[src/rtl/bbx_regs.svh]
// Register offsets, field positions and reset values of the execute unit.
`ifndef BBX_REGS_SVH
`define BBX_REGS_SVH
`define BBX_ACC_OFS       8'h00
`define BBX_STATUS_OFS    8'h04
`define BBX_ISSUE_OFS     8'h08
`define BBX_FADDR_OFS     8'h0C
`define BBX_FDATA_OFS     8'h10
`define BBX_ST_C          0
`define BBX_ST_DC         1
`define BBX_ST_Z          2
`define BBX_ST_SKIP       3
`define BBX_ISS_OP_MSB    15
`define BBX_ISS_OP_LSB    12
`define BBX_ISS_DEST      11
`define BBX_ISS_BIT_MSB   10
`define BBX_ISS_BIT_LSB   8
`define BBX_ISS_F_MSB     6
`define BBX_ISS_K_MSB     7
`define BBX_ACC_RST       8'h00
`define BBX_DIR_RST       8'hFF
`define BBX_IO_ADDR       7'h05
`define BBX_DIR_ADDR      7'h06
`define BBX_RESP_OKAY     2'b00
`define BBX_RESP_SLVERR   2'b10
`endif

[src/rtl/bbx_pkg.sv]
// Types shared by the byte and bit execute unit.
package bbx_pkg;
    typedef enum logic [3:0] {
        NO_OPERATION                 = 4'h0,
        ADD_LITERAL_TO_ACCUMULATOR   = 4'h1,
        AND_LITERAL_WITH_ACCUMULATOR = 4'h2,
        ADD_ACCUMULATOR_WITH_FILE    = 4'h3,
        AND_ACCUMULATOR_WITH_FILE    = 4'h4,
        CLEAR_FILE_BIT               = 4'h5,
        SET_FILE_BIT                 = 4'h6,
        SKIP_IF_BIT_ZERO             = 4'h7,
        SKIP_IF_BIT_ONE              = 4'h8
    } bbx_op_t;
    typedef enum logic [2:0] {
        SEL_ACC    = 3'b000,
        SEL_STATUS = 3'b001,
        SEL_ISSUE  = 3'b010,
        SEL_FADDR  = 3'b011,
        SEL_FDATA  = 3'b100,
        SEL_NONE   = 3'b111
    } bbx_sel_t;
    typedef struct packed {
        logic       en;
        logic [6:0] addr;
        logic [7:0] data;
    } bbx_fwr_t;
    typedef struct packed {
        logic [7:0]  acc;
        logic        c;
        logic        half_carry_flag;
        logic        z;
        logic        skip;
        logic [6:0]  faddr;
        logic [15:0] last;
        logic        aw_got;
        logic        w_got;
        logic [7:0]  awaddr;
        logic [31:0] wdata;
        logic [3:0]  wstrb;
        logic        awready;
        logic        wready;
        logic        bvalid;
        logic [1:0]  bresp;
        logic        arready;
        logic        rvalid;
        logic [31:0] rdata;
        logic [1:0]  rresp;
    } bbx_st_t;
endpackage

[src/rtl/bbx_exec.sv]
// Byte and bit execute unit with its AXI4-Lite register slave.
// Notes on behaviour
// - Literal add into accumulator sets carry, half carry and zero.
// - Clear bit clears chosen bit of addressed file; flags untouched.
// - Add accumulator and file; flags from that sum.
// - Destination 0 sends result to accumulator, 1 back to file.
// - Set bit sets chosen bit of addressed file; flags untouched.
// - AND literal into accumulator; only zero flag changes.
// - AND accumulator with file to destination; only zero flag changes.
// - Skip if bit zero discards the next instruction as a no-op.
// - Skip if bit one discards the next instruction as a no-op.
// - Port register operand is the pin level, not the latch.
//
// The AXI4-Lite interface to the registers and the placing of the registers were left to the implementer.
`timescale 1ns/1ps
`include "bbx_regs.svh"
module bbx_exec #(
    parameter int DEPTH = 128
) (
    input  wire logic        sys_clk,
    input  wire logic        rst_b,
    input  wire logic        awvalid,
    output      logic        awready,
    input  wire logic [7:0]  awaddr,
    input  wire logic        wvalid,
    output      logic        wready,
    input  wire logic [31:0] wdata,
    input  wire logic [3:0]  wstrb,
    output      logic        bvalid,
    input  wire logic        bready,
    output      logic [1:0]  bresp,
    input  wire logic        arvalid,
    output      logic        arready,
    input  wire logic [7:0]  araddr,
    output      logic        rvalid,
    input  wire logic        rready,
    output      logic [31:0] rdata,
    output      logic [1:0]  rresp,
    input  wire logic [7:0]  io_in,
    output      logic [7:0]  io_out,
    output      logic [7:0]  io_oe_b
);
    import bbx_pkg::*;

    bbx_st_t    q;
    bbx_st_t    d;
    bbx_fwr_t   fwr;
    logic [7:0] fa;
    logic [7:0] fb;
    logic       commit;
    logic       ex_go;
    bbx_op_t    op;
    logic [7:0] k;
    logic [2:0] bsel;
    logic       dst;
    logic [9:0] sum;

    function automatic bbx_sel_t reg_sel(input logic [7:0] a);
        bbx_sel_t s;
        s = SEL_NONE;
        unique case ({a[7:2], 2'b00})
            `BBX_ACC_OFS:    s = SEL_ACC;
            `BBX_STATUS_OFS: s = SEL_STATUS;
            `BBX_ISSUE_OFS:  s = SEL_ISSUE;
            `BBX_FADDR_OFS:  s = SEL_FADDR;
            `BBX_FDATA_OFS:  s = SEL_FDATA;
            default:         s = SEL_NONE;
        endcase
        return s;
    endfunction

    function automatic logic [9:0] add8(input logic [7:0] a,
                                        input logic [7:0] b);
        logic [8:0] full;
        logic [4:0] low;
        full = {1'b0, a} + {1'b0, b};
        low  = {1'b0, a[3:0]} + {1'b0, b[3:0]};
        return {full[8], low[4], full[7:0]};
    endfunction

    function automatic logic [7:0] mask8(input logic [2:0] b);
        return 8'h01 << b;
    endfunction

    bbx_fmem #(
        .DEPTH (DEPTH)
    ) u_fmem (
        .sys_clk   (sys_clk),
        .rst_b     (rst_b),
        .wr        (fwr),
        .rd_a_addr (q.wdata[`BBX_ISS_F_MSB:0]),
        .rd_a_data (fa),
        .rd_b_addr (q.faddr),
        .rd_b_data (fb),
        .io_in     (io_in),
        .io_out    (io_out),
        .io_oe_b   (io_oe_b)
    );

    always_comb begin
        d      = q;
        fwr    = '0;
        op     = bbx_op_t'(q.wdata[`BBX_ISS_OP_MSB:`BBX_ISS_OP_LSB]);
        k      = q.wdata[`BBX_ISS_K_MSB:0];
        bsel   = q.wdata[`BBX_ISS_BIT_MSB:`BBX_ISS_BIT_LSB];
        dst    = q.wdata[`BBX_ISS_DEST];
        sum    = add8(q.acc, (op == ADD_LITERAL_TO_ACCUMULATOR) ? k : fa);
        commit = q.aw_got && q.w_got && !q.bvalid;
        ex_go  = commit && reg_sel(q.awaddr) == SEL_ISSUE
                 && q.wstrb[1:0] == 2'b11;
        if (q.bvalid && bready) begin
            d.bvalid = 1'b0;
        end
        if (awvalid && q.awready) begin
            d.aw_got = 1'b1;
            d.awaddr = awaddr;
        end
        if (wvalid && q.wready) begin
            d.w_got = 1'b1;
            d.wdata = wdata;
            d.wstrb = wstrb;
        end
        if (commit) begin
            d.aw_got = 1'b0;
            d.w_got  = 1'b0;
            d.bvalid = 1'b1;
            d.bresp  = (reg_sel(q.awaddr) == SEL_NONE) ?
                       `BBX_RESP_SLVERR : `BBX_RESP_OKAY;
            if (q.wstrb[0]) begin
                unique case (reg_sel(q.awaddr))
                    SEL_ACC:    d.acc = q.wdata[7:0];
                    SEL_STATUS: begin
                        d.c               = q.wdata[`BBX_ST_C];
                        d.half_carry_flag = q.wdata[`BBX_ST_DC];
                        d.z               = q.wdata[`BBX_ST_Z];
                    end
                    SEL_FADDR:  d.faddr = q.wdata[6:0];
                    SEL_FDATA:  fwr = '{1'b1, q.faddr, q.wdata[7:0]};
                    default:    d.acc = q.acc;
                endcase
            end
        end
        if (ex_go) begin
            d.last = q.wdata[15:0];
            if (q.skip) begin
                d.skip = 1'b0;
            end else begin
                unique case (op)
                    ADD_LITERAL_TO_ACCUMULATOR: begin
                        {d.c, d.half_carry_flag, d.acc} = sum;
                        d.z = (sum[7:0] == 8'h00);
                    end
                    AND_LITERAL_WITH_ACCUMULATOR: begin
                        d.acc = q.acc & k;
                        d.z   = ((q.acc & k) == 8'h00);
                    end
                    ADD_ACCUMULATOR_WITH_FILE: begin
                        {d.c, d.half_carry_flag} = sum[9:8];
                        d.z = (sum[7:0] == 8'h00);
                        if (dst) begin
                            fwr = '{1'b1, q.wdata[6:0], sum[7:0]};
                        end else begin
                            d.acc = sum[7:0];
                        end
                    end
                    AND_ACCUMULATOR_WITH_FILE: begin
                        d.z = ((q.acc & fa) == 8'h00);
                        if (dst) begin
                            fwr = '{1'b1, q.wdata[6:0], q.acc & fa};
                        end else begin
                            d.acc = q.acc & fa;
                        end
                    end
                    CLEAR_FILE_BIT:
                        fwr = '{1'b1, q.wdata[6:0], fa & ~mask8(bsel)};
                    SET_FILE_BIT:
                        fwr = '{1'b1, q.wdata[6:0], fa | mask8(bsel)};
                    SKIP_IF_BIT_ZERO: d.skip = ((fa & mask8(bsel)) == 8'h00);
                    SKIP_IF_BIT_ONE:  d.skip = ((fa & mask8(bsel)) != 8'h00);
                    default:          d.skip = 1'b0;
                endcase
            end
        end
        if (q.rvalid && rready) begin
            d.rvalid = 1'b0;
        end
        if (arvalid && q.arready) begin
            d.rvalid = 1'b1;
            d.rresp  = `BBX_RESP_OKAY;
            unique case (reg_sel(araddr))
                SEL_ACC:    d.rdata = {24'h00_0000, q.acc};
                SEL_STATUS: d.rdata = {28'h000_0000, q.skip, q.z,
                                       q.half_carry_flag, q.c};
                SEL_ISSUE:  d.rdata = {16'h0000, q.last};
                SEL_FADDR:  d.rdata = {25'h000_0000, q.faddr};
                SEL_FDATA:  d.rdata = {24'h00_0000, fb};
                default: begin
                    d.rdata = 32'h0000_0000;
                    d.rresp = `BBX_RESP_SLVERR;
                end
            endcase
        end
        // One write in flight keeps the commit logic free of queues.
        d.awready = !d.aw_got && !d.bvalid;
        d.wready  = !d.w_got && !d.bvalid;
        d.arready = !d.rvalid;
    end

    always_ff @(posedge sys_clk or negedge rst_b) begin
        if (!rst_b) begin
            q         <= '0;
            q.acc     <= `BBX_ACC_RST;
            q.awready <= 1'b1;
            q.wready  <= 1'b1;
            q.arready <= 1'b1;
        end else begin
            q <= d;
        end
    end

    assign awready = q.awready;
    assign wready  = q.wready;
    assign bvalid  = q.bvalid;
    assign bresp   = q.bresp;
    assign arready = q.arready;
    assign rvalid  = q.rvalid;
    assign rdata   = q.rdata;
    assign rresp   = q.rresp;
endmodule

[src/rtl/bbx_fmem.sv]
// File register storage with the pin-backed input/output register.
`timescale 1ns/1ps
`include "bbx_regs.svh"
module bbx_fmem #(
    parameter int DEPTH = 128
) (
    input  wire logic             sys_clk,
    input  wire logic             rst_b,
    input  wire bbx_pkg::bbx_fwr_t wr,
    input  wire logic [6:0]       rd_a_addr,
    output      logic [7:0]       rd_a_data,
    input  wire logic [6:0]       rd_b_addr,
    output      logic [7:0]       rd_b_data,
    input  wire logic [7:0]       io_in,
    output      logic [7:0]       io_out,
    output      logic [7:0]       io_oe_b
);
    import bbx_pkg::*;

    if (DEPTH < 8 || DEPTH > 128) begin : g_chk
        $error("bbx_fmem: DEPTH must lie between 8 and 128");
    end

    typedef struct packed {
        logic [DEPTH-1:0][7:0] mem;
        logic [7:0]            s1;
        logic [7:0]            s2;
    } bbx_fm_st_t;

    bbx_fm_st_t q;
    bbx_fm_st_t d;

    // The port register reads the synchronised pins, not its latch.
    function automatic logic [7:0] rd(input logic [6:0] a,
                                      input bbx_fm_st_t s);
        logic [7:0] v;
        v = 8'h00;
        if (a == `BBX_IO_ADDR) begin
            v = s.s2;
        end else if (32'(a) < DEPTH) begin
            v = s.mem[a];
        end
        return v;
    endfunction

    always_comb begin
        d    = q;
        d.s1 = io_in;
        d.s2 = q.s1;
        if (wr.en && 32'(wr.addr) < DEPTH) begin
            d.mem[wr.addr] = wr.data;
        end
    end

    always_ff @(posedge sys_clk or negedge rst_b) begin
        if (!rst_b) begin
            q                 <= '0;
            q.mem[`BBX_DIR_ADDR] <= `BBX_DIR_RST;
        end else begin
            q <= d;
        end
    end

    assign rd_a_data = rd(rd_a_addr, q);
    assign rd_b_data = rd(rd_b_addr, q);
    assign io_out    = q.mem[`BBX_IO_ADDR];
    assign io_oe_b   = q.mem[`BBX_DIR_ADDR];
endmodule

[config.mk]
export PLATFORM = sky130hd
export DESIGN_NAME = bbx_exec
export DESIGN_NICKNAME = d
export VERILOG_FILES = /design/src/rtl/bbx_pkg.sv /design/src/rtl/bbx_exec.sv /design/src/rtl/bbx_fmem.sv
export VERILOG_INCLUDE_DIRS = /design/src /design/src/rtl
export SDC_FILE = /design/constraint.sdc
export NUM_CORES = 2
export LEC_CHECK = 0
export BUFFER_PORTS_ARGS = -buffer_cell sky130_fd_sc_hd__buf_4
export CELL_PAD_IN_SITES_DETAIL_PLACEMENT = 0
export CELL_PAD_IN_SITES_GLOBAL_PLACEMENT = 1
export CORE_MARGIN = 2
export CORE_UTILIZATION = 46
export CTS_BUF_LIST = sky130_fd_sc_hd__clkbuf_16
export CTS_CLUSTER_SIZE = 14
export DETAILED_ROUTE_END_ITERATION = 10
export MAX_ROUTING_LAYER = met4
export PLACE_DENSITY_LB_ADDON = 0.1
export SLEW_MARGIN = 20
export SYNTH_ARGS = -nofsm -noshare
export SYNTH_HDL_FRONTEND = slang
export SYNTH_SLANG_ARGS = --single-unit
export TNS_END_PERCENT = 20
[constraint.sdc]
create_clock -name sys_clk -period 4.93 [get_ports sys_clk]
set_input_delay 0.493 -clock sys_clk [delete_from_list [all_inputs] [get_ports sys_clk]]
set_output_delay 0.493 -clock sys_clk [all_outputs]
set_load 0.05 [all_outputs]
After elaboration in Yosys (flattened, before gate mapping)
Index checks and enable logic that the tools add are counted.

operators by class
  add/sub/neg operators = 2
  $mul = 0
  div/mod/pow operators = 0
  magnitude comparators = 4
  equal/unequal tests = 28
  shift operators = 1
  multiplexer cells = 47
  bitwise logic cells = 6
  reduce and logical (&&, ||, !) cells = 29

operator list
  kind                                                 count
  bitwise mux 1024 bit                                 1
  binary-select mux 8 bit (select 7 bit)               2
  two-way mux 16 bit                                   7
  case mux 16 bit (5 select lines)                     1
  two-way mux 8 bit                                    9
  case mux 16 bit (4 select lines)                     1
  demux 8 bit (select 7 bit)                           1
  two-way mux 35 bit                                   1
  two-way mux 11 bit                                   3
  AND 8 bit                                            4
  zero test 8 bit                                      4
  case mux 8 bit (4 select lines)                      1
  case mux 3 bit (5 select lines)                      2
  equality test 6 x 2 -> 1 bit, second input constant  4
  < comparator 7 x 8 -> 1 bit, second input constant   3
  two-way mux 3 bit                                    6
  equality test 4 x 3 -> 1 bit, second input constant  4
  equality test 7 x 3 -> 1 bit, second input constant  2
  equality test 3 x 2 -> 1 bit, second input constant  4
  equality test 6 x 1 -> 1 bit, second input constant  2
  equality test 6 x 3 -> 1 bit, second input constant  2
  logical AND 1 bit                                    12
  zero test 6 bit                                      2
  two-way mux 12 bit                                   1
  22 further kinds                                     38

storage, ports and cells
  bits in registers = 1144
  bits in latches = 0
  memory bits (writable) = 0
  ROM bits = 0
  input port bits = 67
  output and inout bits = 57
  logic and storage cells = 267
  memories kept = 0

Logic depth before layout (Yosys ltp)
  depth after elaboration = 17
  gate-level depth with buffers = 26
  depth with buffers taken out = 19

By module
A second synthesis with hierarchy kept.

second synthesis, totals
  cell total of the unflattened synthesis = 4411
  area total of the unflattened synthesis = 62008.2 sq um

modules (own cells, without submodules)
  module    instances  cells each  area an instance (sq um)  seq. area each (sq um)
  bbx_fmem  1          3859        56634.3                   26035.0
  bbx_exec  1          552         5373.9                    2105.8

Worst setup path after synthesis
No wires, ideal clock.

  path kind = register -> register
  from = register q (netlist bit k[0])
  to = register u_fmem.q[102] (netlist name)
  library setup time = 133 ps
  data arrival time = 4984 ps
  required time = 4797 ps
  setup slack = -187 ps
  stages on the path, launching flop included = 26
  buffers on the path = 6
  clock period less this slack = 5117 ps
  path through = dfrtp_1 > buf_6 > buf_8 > buf_2 > buf_2 > nor2_1 > a22oi_1 > nand3_1 > nand4_1 > a311o_1 > o211ai_1 > o21ai_0 > ha_1 > fa_1 > a21o_1 > a21oi_1 > o21bai_1 > a21oi_1 > xnor2_1 > nand2_1 > a21oi_1 > a211o_1 > a22oi_1 > clkbuf_1 > clkbuf_1 > o21ai_0

on the way
  cells in the longest elaborated chain, start to end = 10
  elaborated cells between the ends (all ways) = 20
  classes of those cells = 1 x add/sub; 2 x order compare; 1 x eq/ne; 12 x mux; 3 x bitwise; 1 x reduce/logical

RTL lines
  element                                  RTL line         text
  start: declaration                       bbx_exec.sv:45   bbx_st_t q;
  binary-select mux 8 bit (select 7 bit)   bbx_fmem.sv:41   v = s.mem[a];
  two-way mux 8 bit (not written as such)  bbx_fmem.sv:41
  two-way mux 8 bit                        bbx_fmem.sv:38   if (a == `BBX_IO_ADDR) begin
  two-way mux 8 bit                        bbx_exec.sv:107  sum = add8(q.acc, (op == ADD_LITERAL_TO_ACCUMULATOR) ? k : fa);
  adder 8 x 8 -> 9 bit                     bbx_exec.sv:76   full = {1'b0, a} + {1'b0, b};
  two-way mux 16 bit                       bbx_exec.sv:160  if (dst) begin
  case mux 16 bit (4 select lines) (*)     bbx_exec.sv:148  unique case (op)
  two-way mux 16 bit (*)                   bbx_exec.sv:145  if (q.skip) begin
  two-way mux 16 bit (*)                   bbx_exec.sv:143  if (ex_go) begin
  bitwise mux 1024 bit (*)                 bbx_fmem.sv:51   d.mem[wr.addr] = wr.data;
  end: declaration                         bbx_fmem.sv:30   bbx_fm_st_t q;

Every way passes the cells marked *; elsewhere a longest branch is shown, timed or not. The select of a mux whose other input is x is not followed.
A chain may end at the register's enable or synchronous reset.

Final worst setup path
  from = register q (netlist bit k[0])
  to = register u_fmem.q[998] (netlist name)

Same word-level chain as after synthesis.

==> results_dict.tcl <==
set metrics [dict create \
    status "finished with violations" \
    violations "negative setup slack" \
    ir_drop_v 0.000375 \
    met2_length_mm 111 \
    synthFlopType "dfrtp_1" \
    synth_area_mm2 0.0604 \
    power_frac_comb 0.366 \
    worstPathRequired_ns 5.59 \
    synth_compound_area_frac 0.137 \
    p_sw_frac 0.368 \
    cts_root_buffer "clkbuf_16" \
    insertion_delay_ns 0.79 \
    clock_sinks 1124 \
    power.total_mw 31.0 \
    utilization 0.556 \
    drive_gt1_frac 0.268 \
    gp_congestion 1.04 \
    crit_fanout 8 \
    p_leak_nw 30.1 \
    top_layer_used "met4" \
    placed_cell_area_mm2 0.0661 \
    io_pins 124 \
    core_area_mm2 0.130 \
    min_path_type "primary input to flop" \
    synthCells 5621 \
    grt-ovfl-total 0 \
    route.detailed.drc 0 \
    final_common_cell "nand2_1" \
    rows 132 \
    async_reset_ff_frac 1.00 \
    antenna_found_initial 10 \
    p_sw_mw 11.4 \
    skew_ns 0.0330 \
    drv_cap 0 \
    muxShareOfSynthArea 0.236 \
    crit_buf_inv 5 \
    grt.total_usage 0.379 \
    wl_met3_mm 22.5 \
    cts_tree "done" \
    syn_to_final_growth_pct 19.6 \
    synth_area_per_cell_um2 10.7 \
    finalSetupViolations 700 \
    final_nets 6075 \
    rsz0062_at_grt "true" \
    synth_top_family_by_area "multiplexers" \
    grt_max_degree 128 \
    die-area_mm2 0.134 \
    yosys.area_share.xor_xnor 0.00116 \
    slew_headroom 0.237 \
    ant_nets 0 \
    p_int_mw 19.6 \
    wl_per_cell_um 31.4 \
    synthSimpleGateAreaFrac 0.119 \
    mostFrequentLayoutCells "nand2_1, dfrtp_1, o21ai_0" \
    dpl.cell_count 7513 \
    path_clk_slew_ns 0.06 \
    dr.pass1.iters 8 \
    cts_buffers 134 \
    seqPwrFrac 0.323 \
    slew_violations 0 \
    synth-seq-cells 1124 \
    dr_total_vias 50468 \
    p_clk_frac 0.311 \
    tightest_slew_ns 1.14 \
    cp_slowest_cell "mux4_2" \
    crit_type "flop to flop" \
    dp_hpwl_mm 173 \
    drt-initial-drc-count 6285 \
    grt_pass1_vias 49735 \
    crit_top_cell "buf_12" \
    synth_edf_count 0 \
    cp.arrival_ns 5.97 \
    initial_core_util 0.465 \
    drt-met1-wl_mm 99.5 \
    cts_max_level 4 \
    cp-end-kind "flop" \
    period_minus_slack_ns 5.31 \
    ys_seq_area_frac 0.466 \
    critPathLaunchType "flop" \
    crit_family "compound AO/OA/AOI/OAI gates" \
    clock_path_buffers 3 \
    timing.final.hold_violations 0 \
    power_density_mw_per_mm2 430 \
    synthAdderAreaFrac 0.00199 \
    crit_chain "buf_12 -> mux4_2 -> mux4_2 -> o211ai_1 -> buf_4 -> o2111ai_4 -> o211ai_1 -> o21ai_1 -> ha_2 -> fa_2 -> a21o_1 -> a21oi_2 -> o21bai_1 -> a21oi_2 -> xnor2_2 -> nand2_1 -> a21oi_1 -> a211o_1 -> a22oi_2 -> buf_12 -> buf_12 -> clkbuf_16 -> o21ai_2" \
    worst_slack_ns -0.384 \
    finalCritPeriodShare 1.08 \
    grt_pass1_wl_mm 359 \
    stdcell_count 7851 \
    vias_per_cell 6.43 \
    design_area_mm2 0.0722 \
    ys_types 84 \
    portBuffers 83 \
    ys.warnings.count 0 \
    cpPeakStageDelay_ns 0.54 \
    wl_mm 247 \
    max_freq_mhz 188 \
    dieHeight_um 366 \
    fp.dieW_um 366 \
]
## layer usage
metal / global-route usage / vias up
li1: - / 21314
met1: 0.508 / 25893
met2: 0.557 / 2657
met3: 0.0786 / 604
met4: 0.173 / 0
met5: - / -
## layout make-up
type,instances,area (um^2)
clock buffer,140,3500
multi-input combinational,4032,30700
inverter,25,101
fill,11464,57600
sequential,1124,28200
antenna,8,20.0
timing repair buffer,682,6840
tap,1742,2180
clock inverter,98,676
## worst paths after layout
check,start,endpoint,cells after the start,slack [ns]
setup / recovery,k[0],u_fmem.q[998],23,-0.38
hold / removal,wdata[5],k[5],2,0.03
setup reg to reg,k[0],u_fmem.q[998],23,-0.38
hold reg to reg,u_fmem.d[2],u_fmem.q[2],0,0.35
max in group asynchronous,rst_b,u_fmem.q[516],3,3.24
min in group asynchronous,rst_b,u_fmem.io_out[2],2,0.41
## through the flow
stage          hold slack [ns]  worst slack (ns)  TNS (ns)
2_1_floorplan            0.197           -0.0480    -0.939
3_3_place_gp             0.334            -0.526   -225.29
3_5_place_dp             0.336            -0.587   -241.76
4_1_cts                0.00339            -0.316    -57.42
5_1_grt                 0.0137            -0.454   -193.30
6_report                0.0265            -0.384    -97.21
## power groups by stage
stage	clock, mW	sequential, mW	combinational (mW)
2_1_floorplan	0	9.79	5.58
3_3_place_gp	0	10.2	10.5
3_5_place_dp	0	10.2	10.5
4_1_cts	9.78	10.0	11.0
5_1_grt	10.2	10.0	11.7
6_report	9.66	10.0	11.3
## cell families after synthesis
| group | after synthesis |
|---|---|
| other | 1 |
| adder cells (fa/ha/maj) | 9 |
| buffers and inverters | 482 |
| XOR/XNOR | 8 |
| AND/OR/NAND/NOR | 1787 |
| AO/OA/AOI/OAI | 1461 |
| multiplexers | 749 |
| flip-flops | 1124 |
## worst register-to-register path: stages (launching register included)
cell,delay (ns)
dfrtp_4,0.51
buf_12,0.17
mux4_2,0.52
mux4_2,0.54
o211ai_1,0.25
buf_4,0.19
o2111ai_4,0.16
o211ai_1,0.18
o21ai_1,0.12
ha_2,0.23
fa_2,0.34
a21o_1,0.17
a21oi_2,0.14
o21bai_1,0.10
a21oi_2,0.22
xnor2_2,0.11
nand2_1,0.08
a21oi_1,0.06
a211o_1,0.26
a22oi_2,0.19
buf_12,0.20
buf_12,0.18
clkbuf_16,0.21
o21ai_2,0.07
## sequential cells by signal, summed over array words and instances, names as in the netlist
signal          flops
q                  45
arready             1
u_fmem.io_oe_b      8
awready             1
dst                 1
op                  4
rvalid              1
u_fmem.q         1016
bsel                3
k                   8
rdata              16
bvalid              1
u_fmem.io_out       8
rresp               1
wready              1
bresp               1
u_fmem.d            8
## cell usage after synthesis (35+ instances only)
master    instances  share of area
buf_2            43         0.0036
nor2_1          267          0.017
mux2_2           65          0.012
mux2i_1         150          0.025
buf_4            64         0.0080
a22oi_1          80         0.0099
buf_1            50         0.0031
a31oi_1          35         0.0036
a21oi_1         182          0.015
o21ai_0         971          0.080
dfrtp_1        1113           0.46
nand3_1          68         0.0056
nand2_1        1308          0.081
clkbuf_1        271          0.017
mux4_2          534           0.20
## timing repair
action | 4_1_cts | 5_1_grt
hold endpoints to repair | 104 | 0
pin swaps | 29 | 71
resized for setup | 159 | 133
endpoints found under the setup margin | 771 | 771
gates cloned | 9 | 7
setup buffers | 31 | 9
hold buffers | 37 | 0
Note: power is estimated with default switching activity, not from simulation.
